$ cat config.mk
export PLATFORM = sky130hd
export DESIGN_NAME = ste_encoder_top
export DESIGN_NICKNAME = d
export VERILOG_FILES = /design/src/verilog/ste_pkg.sv /design/src/verilog/ste_encoder_top.sv /design/src/verilog/ste_shifter.sv
export SDC_FILE = /design/constraint.sdc
export NUM_CORES = 1
export LEC_CHECK = 0
export BUFFER_PORTS_ARGS = -buffer_cell sky130_fd_sc_hd__buf_4
export CELL_PAD_IN_SITES_DETAIL_PLACEMENT = 0
export CELL_PAD_IN_SITES_GLOBAL_PLACEMENT = 1
export CORE_ASPECT_RATIO = 1.25
export CORE_MARGIN = 8
export CORE_UTILIZATION = 40
export CTS_CLUSTER_SIZE = 28
export DETAILED_ROUTE_END_ITERATION = 10
export HOLD_SLACK_MARGIN = 0.1
export PLACE_DENSITY = 0.79
export SETUP_SLACK_MARGIN = 0.15
export SLEW_MARGIN = 10
export SYNTH_ARGS = -nofsm -noshare
export SYNTH_HDL_FRONTEND = slang
export SYNTH_SLANG_ARGS = --single-unit
$ cat constraint.sdc
create_clock -name aclk -period 3.4 [get_ports aclk]
set_clock_uncertainty 0.15 [all_clocks]
set_input_delay 0.17 -clock aclk [delete_from_list [all_inputs] [get_ports aclk]]
set_output_delay 0.17 -clock aclk [all_outputs]
set_load 0.02 [all_outputs]
$ cat src/verilog/ste_pkg.sv
package ste_pkg;
	// register byte offsets
	localparam logic [7:0] OFS_CTRL   = 8'h00;
	localparam logic [7:0] OFS_STATUS = 8'h04;
	localparam logic [7:0] OFS_FILL   = 8'h08;
	// register selector codes
	localparam logic [1:0] SEL_CTRL   = 2'h0;
	localparam logic [1:0] SEL_STATUS = 2'h1;
	localparam logic [1:0] SEL_FILL   = 2'h2;
	localparam logic [1:0] SEL_NONE   = 2'h3;
	// control fields and reset value
	localparam int          CTRL_RATE_BIT = 0;
	localparam int          CTRL_EN_BIT   = 1;
	localparam logic [1:0]  CTRL_RST      = 2'h2;
	localparam int          FILL_W        = 16;
	// axi responses
	localparam logic [1:0]  RESP_OKAY   = 2'h0;
	localparam logic [1:0]  RESP_SLVERR = 2'h2;
	// serial framing
	localparam int          SYM_W          = 12;
	localparam logic [3:0]  CHAR_BITS_8B   = 4'hA;
	localparam logic [3:0]  CHAR_BITS_10B  = 4'hC;
	localparam logic [3:0]  CMD_SYNC       = 4'h0;
	// violation symbols, outside every code table
	localparam logic [4:0]  VIOL_SYM5 = 5'h01;
	localparam logic [5:0]  VIOL_SYM6 = 6'h01;
	// 4-bit nibble to 5-bit symbol
	localparam logic [4:0] SYM5 [0:15] = '{5'h1E, 5'h09, 5'h14, 5'h15, 5'h0A, 5'h0B, 5'h0E, 5'h0F,
		5'h12, 5'h13, 5'h16, 5'h17, 5'h1A, 5'h1B, 5'h1C, 5'h1D};
	// 5-bit group to 6-bit symbol
	localparam logic [5:0] SYM6 [0:31] = '{6'h36, 6'h11, 6'h24, 6'h25, 6'h12, 6'h13, 6'h16, 6'h17,
		6'h22, 6'h31, 6'h37, 6'h27, 6'h32, 6'h33, 6'h34, 6'h35,
		6'h3E, 6'h19, 6'h29, 6'h2D, 6'h1A, 6'h1B, 6'h1E, 6'h1F,
		6'h2A, 6'h2B, 6'h2E, 6'h2F, 6'h3A, 6'h3B, 6'h3C, 6'h3D};
	// 8-bit width command pairs, high symbol in bits 9..5
	localparam logic [9:0] CMD8 [0:15] = '{10'h311, 10'h3FF, 10'h1AD, 10'h1B9, 10'h3E4, 10'h1A7, 10'h327,
		10'h339, 10'h084, 10'h09F, 10'h080, 10'h0E7, 10'h0F9, 10'h004, 10'h01F, 10'h000};
	// 10-bit width command pairs, high symbol in bits 11..6
	localparam logic [11:0] CMD10 [0:3] = '{12'h623, 12'hFFF, 12'h75D, 12'h779};
endpackage

$ cat src/verilog/ste_encoder_top.sv
`timescale 1ns/100ps
module ste_encoder_top #(
	parameter int ADDR_W = 8
) (
	input  wire logic              aclk,
	input  wire logic              aresetn,
	input  wire logic              ce,
	// mode and control pins, asynchronous to aclk
	input  wire logic              fifo_bypass_n,
	input  wire logic              encoder_bypass,
	input  wire logic              char_width_select,
	input  wire logic              tx_fifo_reset,
	input  wire logic              tx_halt_input,
	// host character port, same clock
	input  wire logic              tx_load_enable,
	input  wire logic [9:0]        tx_data_bus,
	input  wire logic [7:0]        tx_command_bus,
	input  wire logic              tx_special_select,
	input  wire logic              tx_violation_send,
	// line and character timing
	output logic                   serial_out,
	output logic                   reference_clock,
	output logic                   char_strobe,
	// axi4-lite slave
	input  wire logic [ADDR_W-1:0] s_axi_awaddr,
	input  wire logic              s_axi_awvalid,
	output logic                   s_axi_awready,
	input  wire logic [31:0]       s_axi_wdata,
	input  wire logic [3:0]        s_axi_wstrb,
	input  wire logic              s_axi_wvalid,
	output logic                   s_axi_wready,
	output logic [1:0]             s_axi_bresp,
	output logic                   s_axi_bvalid,
	input  wire logic              s_axi_bready,
	input  wire logic [ADDR_W-1:0] s_axi_araddr,
	input  wire logic              s_axi_arvalid,
	output logic                   s_axi_arready,
	output logic [31:0]            s_axi_rdata,
	output logic [1:0]             s_axi_rresp,
	output logic                   s_axi_rvalid,
	input  wire logic              s_axi_rready
);
	import ste_pkg::*;

	// address decode shared by the write and read paths
	function automatic logic [1:0] reg_sel(input logic [ADDR_W-1:0] addr);
		logic [7:0] a;
		a = 8'(addr);
		if (a == OFS_CTRL) reg_sel = SEL_CTRL;
		else if (a == OFS_STATUS) reg_sel = SEL_STATUS;
		else if (a == OFS_FILL) reg_sel = SEL_FILL;
		else reg_sel = SEL_NONE;
	endfunction

	// bit reversal for words that go out lsb first
	function automatic logic [SYM_W-1:0] rev12(input logic [SYM_W-1:0] w);
		logic [SYM_W-1:0] r;
		r = '0;
		for (int i = 0; i < SYM_W; i++) begin
			r[i] = w[SYM_W-1-i];
		end
		rev12 = r;
	endfunction

	// ---------------- pin synchronisers ----------------
	logic [4:0] pin_meta_q;   // first stage, read only by second stage
	logic [4:0] pin_sync_q;   // second stage, safe to use
	logic       async_mode;   // fifo path selected
	logic       bypass_mode;  // encoder bypassed
	logic       width_8b;     // 8-bit characters
	logic       fifo_rst_s;
	logic       halt_s;

	// two flops per pin, the pins come from outside the clock domain
	always_ff @(posedge aclk) begin
		if (!aresetn) begin
			pin_meta_q <= 5'h00;
			pin_sync_q <= 5'h00;
		end else if (ce) begin
			pin_meta_q <= {tx_halt_input, tx_fifo_reset, char_width_select, encoder_bypass, fifo_bypass_n};
			pin_sync_q <= pin_meta_q;
		end
	end

	// modes from the three mode pins, then the two fifo control pins
	assign async_mode  = pin_sync_q[0];
	assign bypass_mode = pin_sync_q[1];
	assign width_8b    = pin_sync_q[2];
	assign fifo_rst_s  = pin_sync_q[3];
	assign halt_s      = pin_sync_q[4];

	// ---------------- control registers ----------------
	logic [1:0]        ctrl_q;       // rate select and transmit enable
	logic [FILL_W-1:0] fill_cnt_q;   // sync fill characters sent
	logic [FILL_W-1:0] fill_cnt_d;
	logic              last_fill_q;  // last loaded character was fill
	logic              rate_x5;
	logic              tx_enable;

	assign rate_x5   = ctrl_q[CTRL_RATE_BIT];
	assign tx_enable = ctrl_q[CTRL_EN_BIT];

	// ---------------- bit timing ----------------
	logic div_q;     // alternates when running at one bit per aclk pair
	logic bit_tick;  // one serial bit per tick

	// x10 gives a bit every aclk, x5 one every second aclk
	assign bit_tick = !rate_x5 | div_q;

	always_ff @(posedge aclk) begin
		if (!aresetn) begin
			div_q <= 1'b0;
		end else if (ce) begin
			div_q <= rate_x5 ? !div_q : 1'b0;
		end
	end

	// ---------------- input register ----------------
	logic       load;          // character slot edge from the shifter
	logic [3:0] bit_cnt;
	logic       line;
	logic [9:0] cap_data_q;    // captured character
	logic [7:0] cap_cmd_q;
	logic       cap_sc_q;
	logic       cap_viol_q;
	logic       cap_fill_q;    // send sync pair instead of host data
	logic       cap_w8_q;      // width the character was taken in
	logic       cap_byp_q;     // bypass state at capture
	logic       hold_fill;     // async-only stop conditions
	logic       want_fill;

	// reset and halt only count on the fifo path; synchronous modes ignore them
	assign hold_fill = async_mode & (fifo_rst_s | halt_s);
	// idle host means sync fill in the next slot
	assign want_fill = !tx_load_enable | !tx_enable | hold_fill;

	// one character taken per slot edge, straight to the encoder, no fifo
	always_ff @(posedge aclk) begin
		if (!aresetn) begin
			cap_data_q <= 10'h000;
			cap_cmd_q  <= 8'h00;
			cap_sc_q   <= 1'b0;
			cap_viol_q <= 1'b0;
			cap_fill_q <= 1'b1;
			cap_w8_q   <= 1'b1;
			cap_byp_q  <= 1'b0;
		end else if (ce && load) begin
			cap_data_q <= tx_data_bus;
			cap_cmd_q  <= tx_command_bus;
			cap_sc_q   <= tx_special_select;
			cap_viol_q <= tx_violation_send;
			cap_fill_q <= want_fill;
			cap_w8_q   <= width_8b;
			cap_byp_q  <= bypass_mode;
		end
	end

	// ---------------- encoder ----------------
	logic [SYM_W-1:0] data8_word;   // two 5-bit symbols
	logic [SYM_W-1:0] data10_word;  // two 6-bit symbols
	logic [SYM_W-1:0] cmd8_word;
	logic [SYM_W-1:0] cmd10_word;
	logic [SYM_W-1:0] fill_word;
	logic [SYM_W-1:0] viol_word;
	logic [SYM_W-1:0] raw_word;     // pre-encoded passthrough
	logic [SYM_W-1:0] enc_word;
	logic [SYM_W-1:0] tx_word;
	logic [3:0]       code8;
	logic [1:0]       code10;
	logic [4:0]       low10;

	// command code: four low bits, or bit 7 followed by bit 0
	assign code8  = cap_cmd_q[3:0];
	assign code10 = {cap_cmd_q[7], cap_cmd_q[0]};
	assign low10  = {cap_data_q[9], cap_data_q[3:0]};

	// data tables: high nibble or group first, left aligned
	assign data8_word  = {SYM5[cap_data_q[7:4]], SYM5[cap_data_q[3:0]], 2'b00};
	assign data10_word = {SYM6[cap_data_q[8:4]], SYM6[low10]};
	// fixed command pairs
	assign cmd8_word   = {CMD8[code8], 2'b00};
	assign cmd10_word  = CMD10[code10];
	// sync pair of the active width
	assign fill_word   = cap_w8_q ? {CMD8[CMD_SYNC], 2'b00} : CMD10[CMD_SYNC[1:0]];
	assign viol_word   = cap_w8_q ? {VIOL_SYM5, VIOL_SYM5, 2'b00} : {VIOL_SYM6, VIOL_SYM6};
	// bypass sends the raw character lsb first, special select unused
	assign raw_word    = cap_w8_q ? rev12({2'b00, cap_data_q}) : rev12({cap_cmd_q[7], cap_cmd_q[0], cap_data_q});
	// special select chooses command set over data set
	assign enc_word    = cap_sc_q ? (cap_w8_q ? cmd8_word : cmd10_word)
	                              : (cap_w8_q ? data8_word : data10_word);
	assign tx_word     = cap_fill_q ? fill_word
	                   : cap_byp_q  ? raw_word
	                   : cap_viol_q ? viol_word
	                   : enc_word;

	// ---------------- serializer ----------------
	ste_shifter u_shifter (
		.aclk     (aclk),
		.aresetn  (aresetn),
		.ce       (ce),
		.bit_tick (bit_tick),
		.word     (tx_word),
		.len12    (!cap_w8_q),
		.load     (load),
		.bit_cnt  (bit_cnt),
		.line     (line)
	);

	// ---------------- timing outputs ----------------
	logic       ref_q;       // character clock, high in the first half of a slot
	logic       strobe_q;    // one cycle after each capture
	logic [3:0] half_cnt;

	assign half_cnt = cap_w8_q ? (CHAR_BITS_8B >> 1) : (CHAR_BITS_10B >> 1);
	assign serial_out      = line;
	assign reference_clock = ref_q;
	assign char_strobe     = strobe_q;

	// reference clock rises at each slot edge, serial bits locked to it
	always_ff @(posedge aclk) begin
		if (!aresetn) begin
			ref_q    <= 1'b0;
			strobe_q <= 1'b0;
		end else if (ce) begin
			ref_q    <= load | (ref_q & (bit_cnt > half_cnt));
			strobe_q <= load;
		end
	end

	// ---------------- axi write path ----------------
	logic              aw_have_q;
	logic [ADDR_W-1:0] aw_addr_q;
	logic              w_have_q;
	logic [31:0]       w_data_q;
	logic [3:0]        w_strb_q;
	logic              awready_q;
	logic              wready_q;
	logic              bvalid_q;
	logic [1:0]        bresp_q;
	logic              aw_hs;
	logic              w_hs;
	logic              do_write;
	logic              aw_have_d;
	logic              w_have_d;
	logic              bvalid_d;
	logic [1:0]        wsel;
	logic              fill_clr;
	logic              fill_inc;

	assign aw_hs     = s_axi_awvalid & awready_q;
	assign w_hs      = s_axi_wvalid & wready_q;
	assign do_write  = aw_have_q & w_have_q & !bvalid_q;
	assign aw_have_d = (aw_have_q | aw_hs) & !do_write;
	assign w_have_d  = (w_have_q | w_hs) & !do_write;
	assign bvalid_d  = (bvalid_q & !s_axi_bready) | do_write;
	assign wsel      = reg_sel(aw_addr_q);
	assign fill_clr  = do_write & (wsel == SEL_FILL);
	assign fill_inc  = ce & load & cap_fill_q;
	// a clear and a count in the same cycle leave one fill counted
	assign fill_cnt_d = fill_clr ? FILL_W'(fill_inc) : fill_cnt_q + FILL_W'(fill_inc);

	assign s_axi_awready = awready_q;
	assign s_axi_wready  = wready_q;
	assign s_axi_bvalid  = bvalid_q;
	assign s_axi_bresp   = bresp_q;

	// address and data taken in either order, response after both
	always_ff @(posedge aclk) begin
		if (!aresetn) begin
			aw_have_q <= 1'b0;
			aw_addr_q <= '0;
			w_have_q  <= 1'b0;
			w_data_q  <= 32'h00000000;
			w_strb_q  <= 4'h0;
			awready_q <= 1'b0;
			wready_q  <= 1'b0;
			bvalid_q  <= 1'b0;
			bresp_q   <= RESP_OKAY;
		end else if (ce) begin
			aw_have_q <= aw_have_d;
			w_have_q  <= w_have_d;
			awready_q <= !aw_have_d & !bvalid_d;
			wready_q  <= !w_have_d & !bvalid_d;
			bvalid_q  <= bvalid_d;
			if (aw_hs) begin
				aw_addr_q <= s_axi_awaddr;
			end
			if (w_hs) begin
				w_data_q <= s_axi_wdata;
				w_strb_q <= s_axi_wstrb;
			end
			if (do_write) begin
				bresp_q <= (wsel == SEL_NONE) ? RESP_SLVERR : RESP_OKAY;
			end
		end
	end

	// register contents; status is read only and ignores writes
	always_ff @(posedge aclk) begin
		if (!aresetn) begin
			ctrl_q      <= CTRL_RST;
			fill_cnt_q  <= '0;
			last_fill_q <= 1'b0;
		end else if (ce) begin
			if (do_write && wsel == SEL_CTRL && w_strb_q[0]) begin
				ctrl_q <= w_data_q[1:0];
			end
			fill_cnt_q <= fill_cnt_d;
			if (load) begin
				last_fill_q <= cap_fill_q;
			end
		end
	end

	// ---------------- axi read path ----------------
	logic        arready_q;
	logic        rvalid_q;
	logic [31:0] rdata_q;
	logic [1:0]  rresp_q;
	logic        ar_hs;
	logic        rvalid_d;
	logic [1:0]  rsel;
	logic [31:0] status_word;
	logic [31:0] read_word;

	assign ar_hs       = s_axi_arvalid & arready_q;
	assign rvalid_d    = (rvalid_q & !s_axi_rready) | ar_hs;
	assign rsel        = reg_sel(s_axi_araddr);
	assign status_word = {28'h0000000, last_fill_q, width_8b, async_mode, bypass_mode};
	assign read_word   = (rsel == SEL_CTRL)   ? {30'h00000000, ctrl_q}
	                   : (rsel == SEL_STATUS) ? status_word
	                   : (rsel == SEL_FILL)   ? {16'h0000, fill_cnt_q}
	                   : 32'h00000000;

	assign s_axi_arready = arready_q;
	assign s_axi_rvalid  = rvalid_q;
	assign s_axi_rdata   = rdata_q;
	assign s_axi_rresp   = rresp_q;

	// one read in flight, data latched at the address handshake
	always_ff @(posedge aclk) begin
		if (!aresetn) begin
			arready_q <= 1'b0;
			rvalid_q  <= 1'b0;
			rdata_q   <= 32'h00000000;
			rresp_q   <= RESP_OKAY;
		end else if (ce) begin
			arready_q <= !rvalid_d;
			rvalid_q  <= rvalid_d;
			if (ar_hs) begin
				rdata_q <= read_word;
				rresp_q <= (rsel == SEL_NONE) ? RESP_SLVERR : RESP_OKAY;
			end
		end
	end
endmodule

$ cat src/verilog/ste_shifter.sv
`timescale 1ns/100ps
module ste_shifter (
	input  wire logic                      aclk,
	input  wire logic                      aresetn,
	input  wire logic                      ce,
	input  wire logic                      bit_tick,
	input  wire logic [ste_pkg::SYM_W-1:0] word,
	input  wire logic                      len12,
	output logic                           load,
	output logic [3:0]                     bit_cnt,
	output logic                           line
);
	import ste_pkg::*;

	logic [SYM_W-1:0] shift_q;   // left-aligned symbols still to send
	logic [SYM_W-1:0] shift_d;
	logic [3:0]       cnt_q;     // bits left after the current one
	logic [3:0]       cnt_d;
	logic             line_q;    // nrzi line level
	logic             line_d;
	logic             next_bit;  // nrz bit going out this tick
	logic [3:0]       char_len;

	// a new word is taken exactly when the last bit of the old one has gone
	assign load     = bit_tick & (cnt_q == 4'h0);
	assign char_len = len12 ? CHAR_BITS_10B : CHAR_BITS_8B;
	// msb leaves first, so high-order symbol precedes low-order one
	assign next_bit = load ? word[SYM_W-1] : shift_q[SYM_W-1];
	assign shift_d  = load ? {word[SYM_W-2:0], 1'b0} : {shift_q[SYM_W-2:0], 1'b0};
	assign cnt_d    = load ? char_len - 4'h1 : cnt_q - 4'h1;
	// a one flips the line, a zero leaves it
	assign line_d   = line_q ^ next_bit;

	assign bit_cnt = cnt_q;
	assign line    = line_q;

	// shift on each bit tick only, so the x5 rate simply stretches bits
	always_ff @(posedge aclk) begin
		if (!aresetn) begin
			shift_q <= '0;
			cnt_q   <= 4'h0;
			line_q  <= 1'b0;
		end else if (ce && bit_tick) begin
			shift_q <= shift_d;
			cnt_q   <= cnt_d;
			line_q  <= line_d;
		end
	end
endmodule
* Yosys cells after proc, flatten, opt, wreduce, memory -nomap -nowiden
Memories as Yosys holds them, arrays and structs flattened. Cells that the tools add are included.
Word-level totals: memories kept 5, word-level logic and storage cells 155, input bits 86, bits in registers 126, memory bits (read-only) 704, output and inout bits 44
Operators by class: muxes and demuxes 40, $add $sub $neg 3, bitwise gates (word level) 33, reductions and logical operators 27, $lt $le $gt $ge 7, eq/ne operators 9
Memory list:
- (name not given) | depth 32, width 6, rd ports 1, clocked after Yosys merged registers in 0, wr ports 0, RTL line ste_encoder_top.sv:179 | assign data10_word = {SYM6[cap_data_q[8:4]], SYM6[low10]};
- (name not given) | depth 32, width 6, rd ports 1, clocked after Yosys merged registers in 0, wr ports 0, RTL line ste_encoder_top.sv:179
- (name not given) | depth 16, width 10, rd ports 1, clocked after Yosys merged registers in 0, wr ports 0, RTL line ste_encoder_top.sv:181 | assign cmd8_word = {CMD8[code8], 2'b00};
- (name not given) | depth 16, width 5, rd ports 1, clocked after Yosys merged registers in 0, wr ports 0, RTL line ste_encoder_top.sv:178 | assign data8_word = {SYM5[cap_data_q[7:4]], SYM5[cap_data_q[3:0]], 2'b00};
- (name not given) | depth 16, width 5, rd ports 1, clocked after Yosys merged registers in 0, wr ports 0, RTL line ste_encoder_top.sv:178
Operator list (count):
- 2-to-1 mux 12 bit | 10
- 2-to-1 mux 16 bit | 4
- binary-select mux 12 bit (select 2 bit) | 1
- 2-to-1 mux 6 bit | 4
- 2-to-1 mux 10 bit | 2
- 2-to-1 mux 5 bit | 4
- AND 1 bit | 17
- adder 16 x 1 -> 16 bit | 1
- == test 8 x 3 -> 1 bit, second input constant | 2
- == test 8 x 4 -> 1 bit, second input constant | 2
- logical NOT 8 bit | 2
- 2-to-1 mux 2 bit | 8
- greater-or-equal comparator 5 bit, second input constant | 3
- inverter 4 -> 5 bit | 3
- greater-or-equal comparator 6 bit, second input constant | 2
- logical NOT 1 bit | 12
- inverter 5 -> 6 bit | 2
- AND reduction 2 bit | 6
- bitwise OR 1 bit | 9
- == test 2 bit, second input constant | 4
- 2-to-1 mux 8 bit | 1
- subtractor 4 x 1 -> 4 bit, second input constant | 2
- > comparator 4 x 3 -> 1 bit | 1
- logical AND 1 bit | 4
- other kinds (9) | 13

* Depth between registers and ports, before layout
depth after elaboration 11, gate-level depth with buffers 11

* Cells and area by module
A second synthesis with hierarchy kept.
Unflattened totals: cell total of the unflattened synthesis 697, area total of the unflattened synthesis 5788.1 µm²
Modules (own cells, without submodules):
- ste_encoder_top | cells an instance 601, area each 5039.8 µm², instances 1
- ste_shifter | cells an instance 96, area each 748.2 µm², instances 1

* Worst setup path before layout
No wires, ideal clock.
kind reg-to-reg, start register u_shifter.cnt_q[1] (netlist: u_shifter.bit_cnt[1]), end register fill_cnt_q[10], clock period less this slack 2677 ps, setup slack 723 ps, arrival 2400 ps, cell stages (with the launch flop) 12, path through dfxtp_1 > or4_4 > buf_6 > nor3_2 > and2_1 > ha_1 > ha_1 > nand3_1 > nor2_1 > nand4_1 > xor2_1 > nor2_1
On the way: cells in the longest elaborated chain, start to end 6
Ends and longest elaborated chain:
- from (decl) | RTL line ste_shifter.sv:17 | logic [3:0] cnt_q;
- from (signal assigned) | RTL line ste_shifter.sv:45 | cnt_q <= cnt_d;
- logical NOT 4 bit | RTL line ste_shifter.sv:25 | assign load = bit_tick & (cnt_q == 4'h0);
- AND 1 bit | RTL line ste_shifter.sv:25
- AND 1 bit (2 in series) | RTL line ste_encoder_top.sv:258 | assign fill_inc = ce & load & cap_fill_q;
- adder 16 x 1 -> 16 bit | RTL line ste_encoder_top.sv:260 | assign fill_cnt_d = fill_clr ? FILL_W'(fill_inc) : fill_cnt_q + FILL_W'(fill_inc);
- 2-to-1 mux 16 bit | RTL line ste_encoder_top.sv:260
- to (signal assigned) | RTL line ste_encoder_top.sv:308 | fill_cnt_q <= fill_cnt_d;
- to (decl) | RTL line ste_encoder_top.sv:94 | logic [FILL_W-1:0] fill_cnt_q;
No other way between the ends. A chain may end at the register's enable or synchronous reset.

* Final worst setup path
Ends and elaborated chain as after synthesis.

==> results by group <==
Timing
  • Endpoints failing hold: 0
  • RSZ-0062 raised after global routing: no
  • Final setup fails: 0
  • Pin slew with the least headroom to its limit: around 870 ps
  • Min Tclk post-route: about 2800 ps
  • Setup TNS: 0 ps
  • Max transition margin: approximately two fifths
  • Pins Over Slew Limit: 0
  • Hold WS: just over 100 ps
  • Highest clock rate: 360 MHz
  • Fin crit share: between 80 and 90%

Clocking
  • Worst-path clk slew: 80 ps
  • Clock latency on the worst-skew pair: between 300 and 400 ps
  • Clk root buf: clkbuf_16
  • Total CTS buffers: 9
  • CTS tree: yes
  • Clk sinks: ~100
  • CTS Buffer Depth: 2
  • H-tree lvl count: 3

Routing
  • Via count: roughly 5000
  • DRT iter0 DRCs: 264
  • Wire per inst: about 15 um
  • Final ANT Viol Nets: 0
  • Drt drc: 0
  • Post-Route WL: between 10 and 15 mm
  • DR vias/cell: around 5.3
  • Drt first pass iters: 5

Critical path
  • CP peak stage delay: 650 ps
  • Data required time of the critical path: about 3500 ps
  • Crit path capture type: flip-flop
  • WP buf/inv: 0
  • Top delay family on crit path: simple AND/OR/NAND/NOR gates
  • Crit path max fanout: 9
  • Slowest cell on the critical path: or4_4
  • Critical path cell sequence: or4_4, nor3_2, and2_1, ha_1, ha_1, nand3_1, nor2_1, nand4_1, xor2_1, nor2_1
  • Startpoint types: flip-flop
  • Setup CP Type: flip-flop to flip-flop
  • WP data arrival: 2850 ps

Floorplanning
  • I/O pin cnt: 130
  • DIE AREA: about 18000 um^2
  • Initial Utilization: just over 40%
  • Total core area: around 14000 um^2
  • Cell Rows: 48
  • Die Wd: around 120 um
  • Chip height: approximately 150 um

Global route
  • Tot GR Track Use: approximately 16%
  • Vias in the first global route: roughly 4900
  • Global route overflow: 0
  • Largest net degree at the start of global routing: 95
  • First-pass GRT wire length: 23.6 mm
  • Initial antenna violation count: 0

Logic synthesis
  • Post-Syn Instances: 680
  • Post-synth top flop: dfxtp_1
  • Yosys warns: 0
  • Largest cells by area after synthesis: dfxtp_1 (37%), nand2_1 (6.4%), nor2b_1 (5.1%)
  • Number of synthesized flops with an enable pin: 0
  • Count of state elements after synthesis: between 100 and 150
  • Synth Area per Inst: around 8.3 um^2
  • Most common cell in the netlist: dfxtp_1
  • Post-Synthesis Cell Area: 5650 um^2
  • Synth top area share: roughly 37%
  • Post-synthesis sequential area ratio: between 30% and 40%
  • Most frequent cells after synthesis: dfxtp_1 (104), nand2_1 (96), nor2_1 (47)
  • Synth area leader: dfxtp_1
  • Post-synth ARST share: 0%
  • Yosys cell types: 67

Power and ir drop
  • Peak VDD IR: about 0.32 mV
  • Leakage: approximately 2.8 nW
  • Total power draw: between 0.003 and 0.004 W
  • PwrDens: around 440 nW/um^2

Outcome
  • Status: complete, no violations

Placement
  • Port Buf Inserts: 75
  • Post-Place Cells: between 800 and 900
  • HPWL after detailed placement: between 10 and 15 mm
  • GP Congestion: roughly 0.9

Cells and area
  • Fill cells: around 1300
  • # diodes: 0
  • Area of the multi-input gates: roughly 3200 um^2
  • Share of cells above drive strength 1: 14.2%
  • P&R area growth vs syn: 22.8%
  • Post-layout net count: 876
  • Finished Core Util: 50.2%
  • Seq. cell area: about 2100 um^2
  • Final Non-Filler Cells: 948

Job
  • Max cap viols: 0

Worst hold path
  • Path type of the worst min-delay path: primary input to flip-flop
-- worst register-to-register path, cell delays in order, from the launching register on --
cell and delay (ps):
dfxtp_1 350, or4_4 650, nor3_2 160, and2_1 190, ha_1 190, ha_1 190, nand3_1 110, nor2_1 300
nand4_1 150, xor2_1 160, nor2_1 50
-- cells in the final DEF, fill, tap and decap left out, drive strengths merged, types with 17 or more instances in the layout --
master / synthesis / routed
a21oi: 24 / 24
dfxtp: 104 / 104
buf: 27 / 83
nor2: 48 / 48
conb: 1 / 18
nand2: 96 / 96
mux2i: 21 / 21
a22oi: 18 / 18
o21ai: 29 / 29
a21boi: 32 / 32
nor2b: 46 / 46
nand3: 17 / 17
ha: 22 / 22
dlygate4sd3: 0 / 41
inv: 16 / 19
-- state kept, by name (all words and copies together), names as in the netlist, 2 cells and up --
| signal | cells |
|---|---|
| ctrl_q | 2 |
| s_axi_rdata | 16 |
| fill_cnt_q | 16 |
| u_shifter.shift_q | 11 |
| aw_addr_q | 8 |
| w_data_q | 2 |
| cap_data_q | 10 |
| pin_sync_q | 5 |
| cap_cmd_q | 5 |
| u_shifter.bit_cnt | 4 |
| pin_meta_q | 5 |
-- final timing paths --
check,depth (start not counted),slack [ps],start,endpoint
min,4,100,ce,fill_cnt_q[1]$_SDFFE_PN0P_
max reg2reg,10,620,u_shifter.bit_cnt[1]$_SDFFE_PN0P_,fill_cnt_q[10]$_SDFFE_PN0P_
max,10,620,u_shifter.bit_cnt[1]$_SDFFE_PN0P_,fill_cnt_q[10]$_SDFFE_PN0P_
min reg2reg,2,320,aw_addr_q[4]$_SDFFE_PN0P_,aw_addr_q[4]$_SDFFE_PN0P_
-- stage by stage --
step	cell area, um^2	setup WS, ps
final	6930	623
after global routing	6930	497
after CTS	6930	617
after detailed placement	6230	655
after global placement	6230	659
after floorplan	5710	723
-- report_power, final --
| part | switching (W) | internal (W) | leakage, nW |
|---|---|---|---|
| clock network | 0.000487 | 0.000512 | 0.136 |
| registers | 0.0000886 | 0.00128 | 0.847 |
| logic | 0.000361 | 0.000293 | 1.79 |
-- area by class of cell --
type / count / area share [%]
Sequential cell: 104 / 30.0
Clock buffer: 9 / 3.25
Inverter: 16 / 0.867
Timing Repair Buffer: 124 / 14.9
Multi-Input combinational cell: 513 / 46.8
Tap cell: 175 / 3.16
Clock inverter: 7 / 0.921
-- kinds of logic (layout without fill, tap and decap cells) --
logic type	after synthesis	in the layout	synth area share, %
flops	104	104	36.9
xor+xnor	17	17	2.64
buf+inv	80	156	6.74
simple gates	265	265	23.6
other cells	1	18	0.0664
fa+ha+maj	22	22	4.88
compound gates	167	167	20.7
mux	24	24	4.52
-- metal layers --
layer	GRT usage [%]	up-vias	routed length [um]	part of all wire [%]
li1	-	2527	-	-
met1	18.2	2337	6040	42
met4	6.90	0	435	3.0
met2	28.3	106	7480	51
met3	2.65	32	572	3.9
met5	0	-	0	0
-- what timing repair did --
item,in CTS,in global routing
hold buffers,41,0
setup buffers,0,0
gates resized for setup,0,0
endpoints found under the hold margin,40,0
No activity file was read; power rests on OpenSTA's default activity.
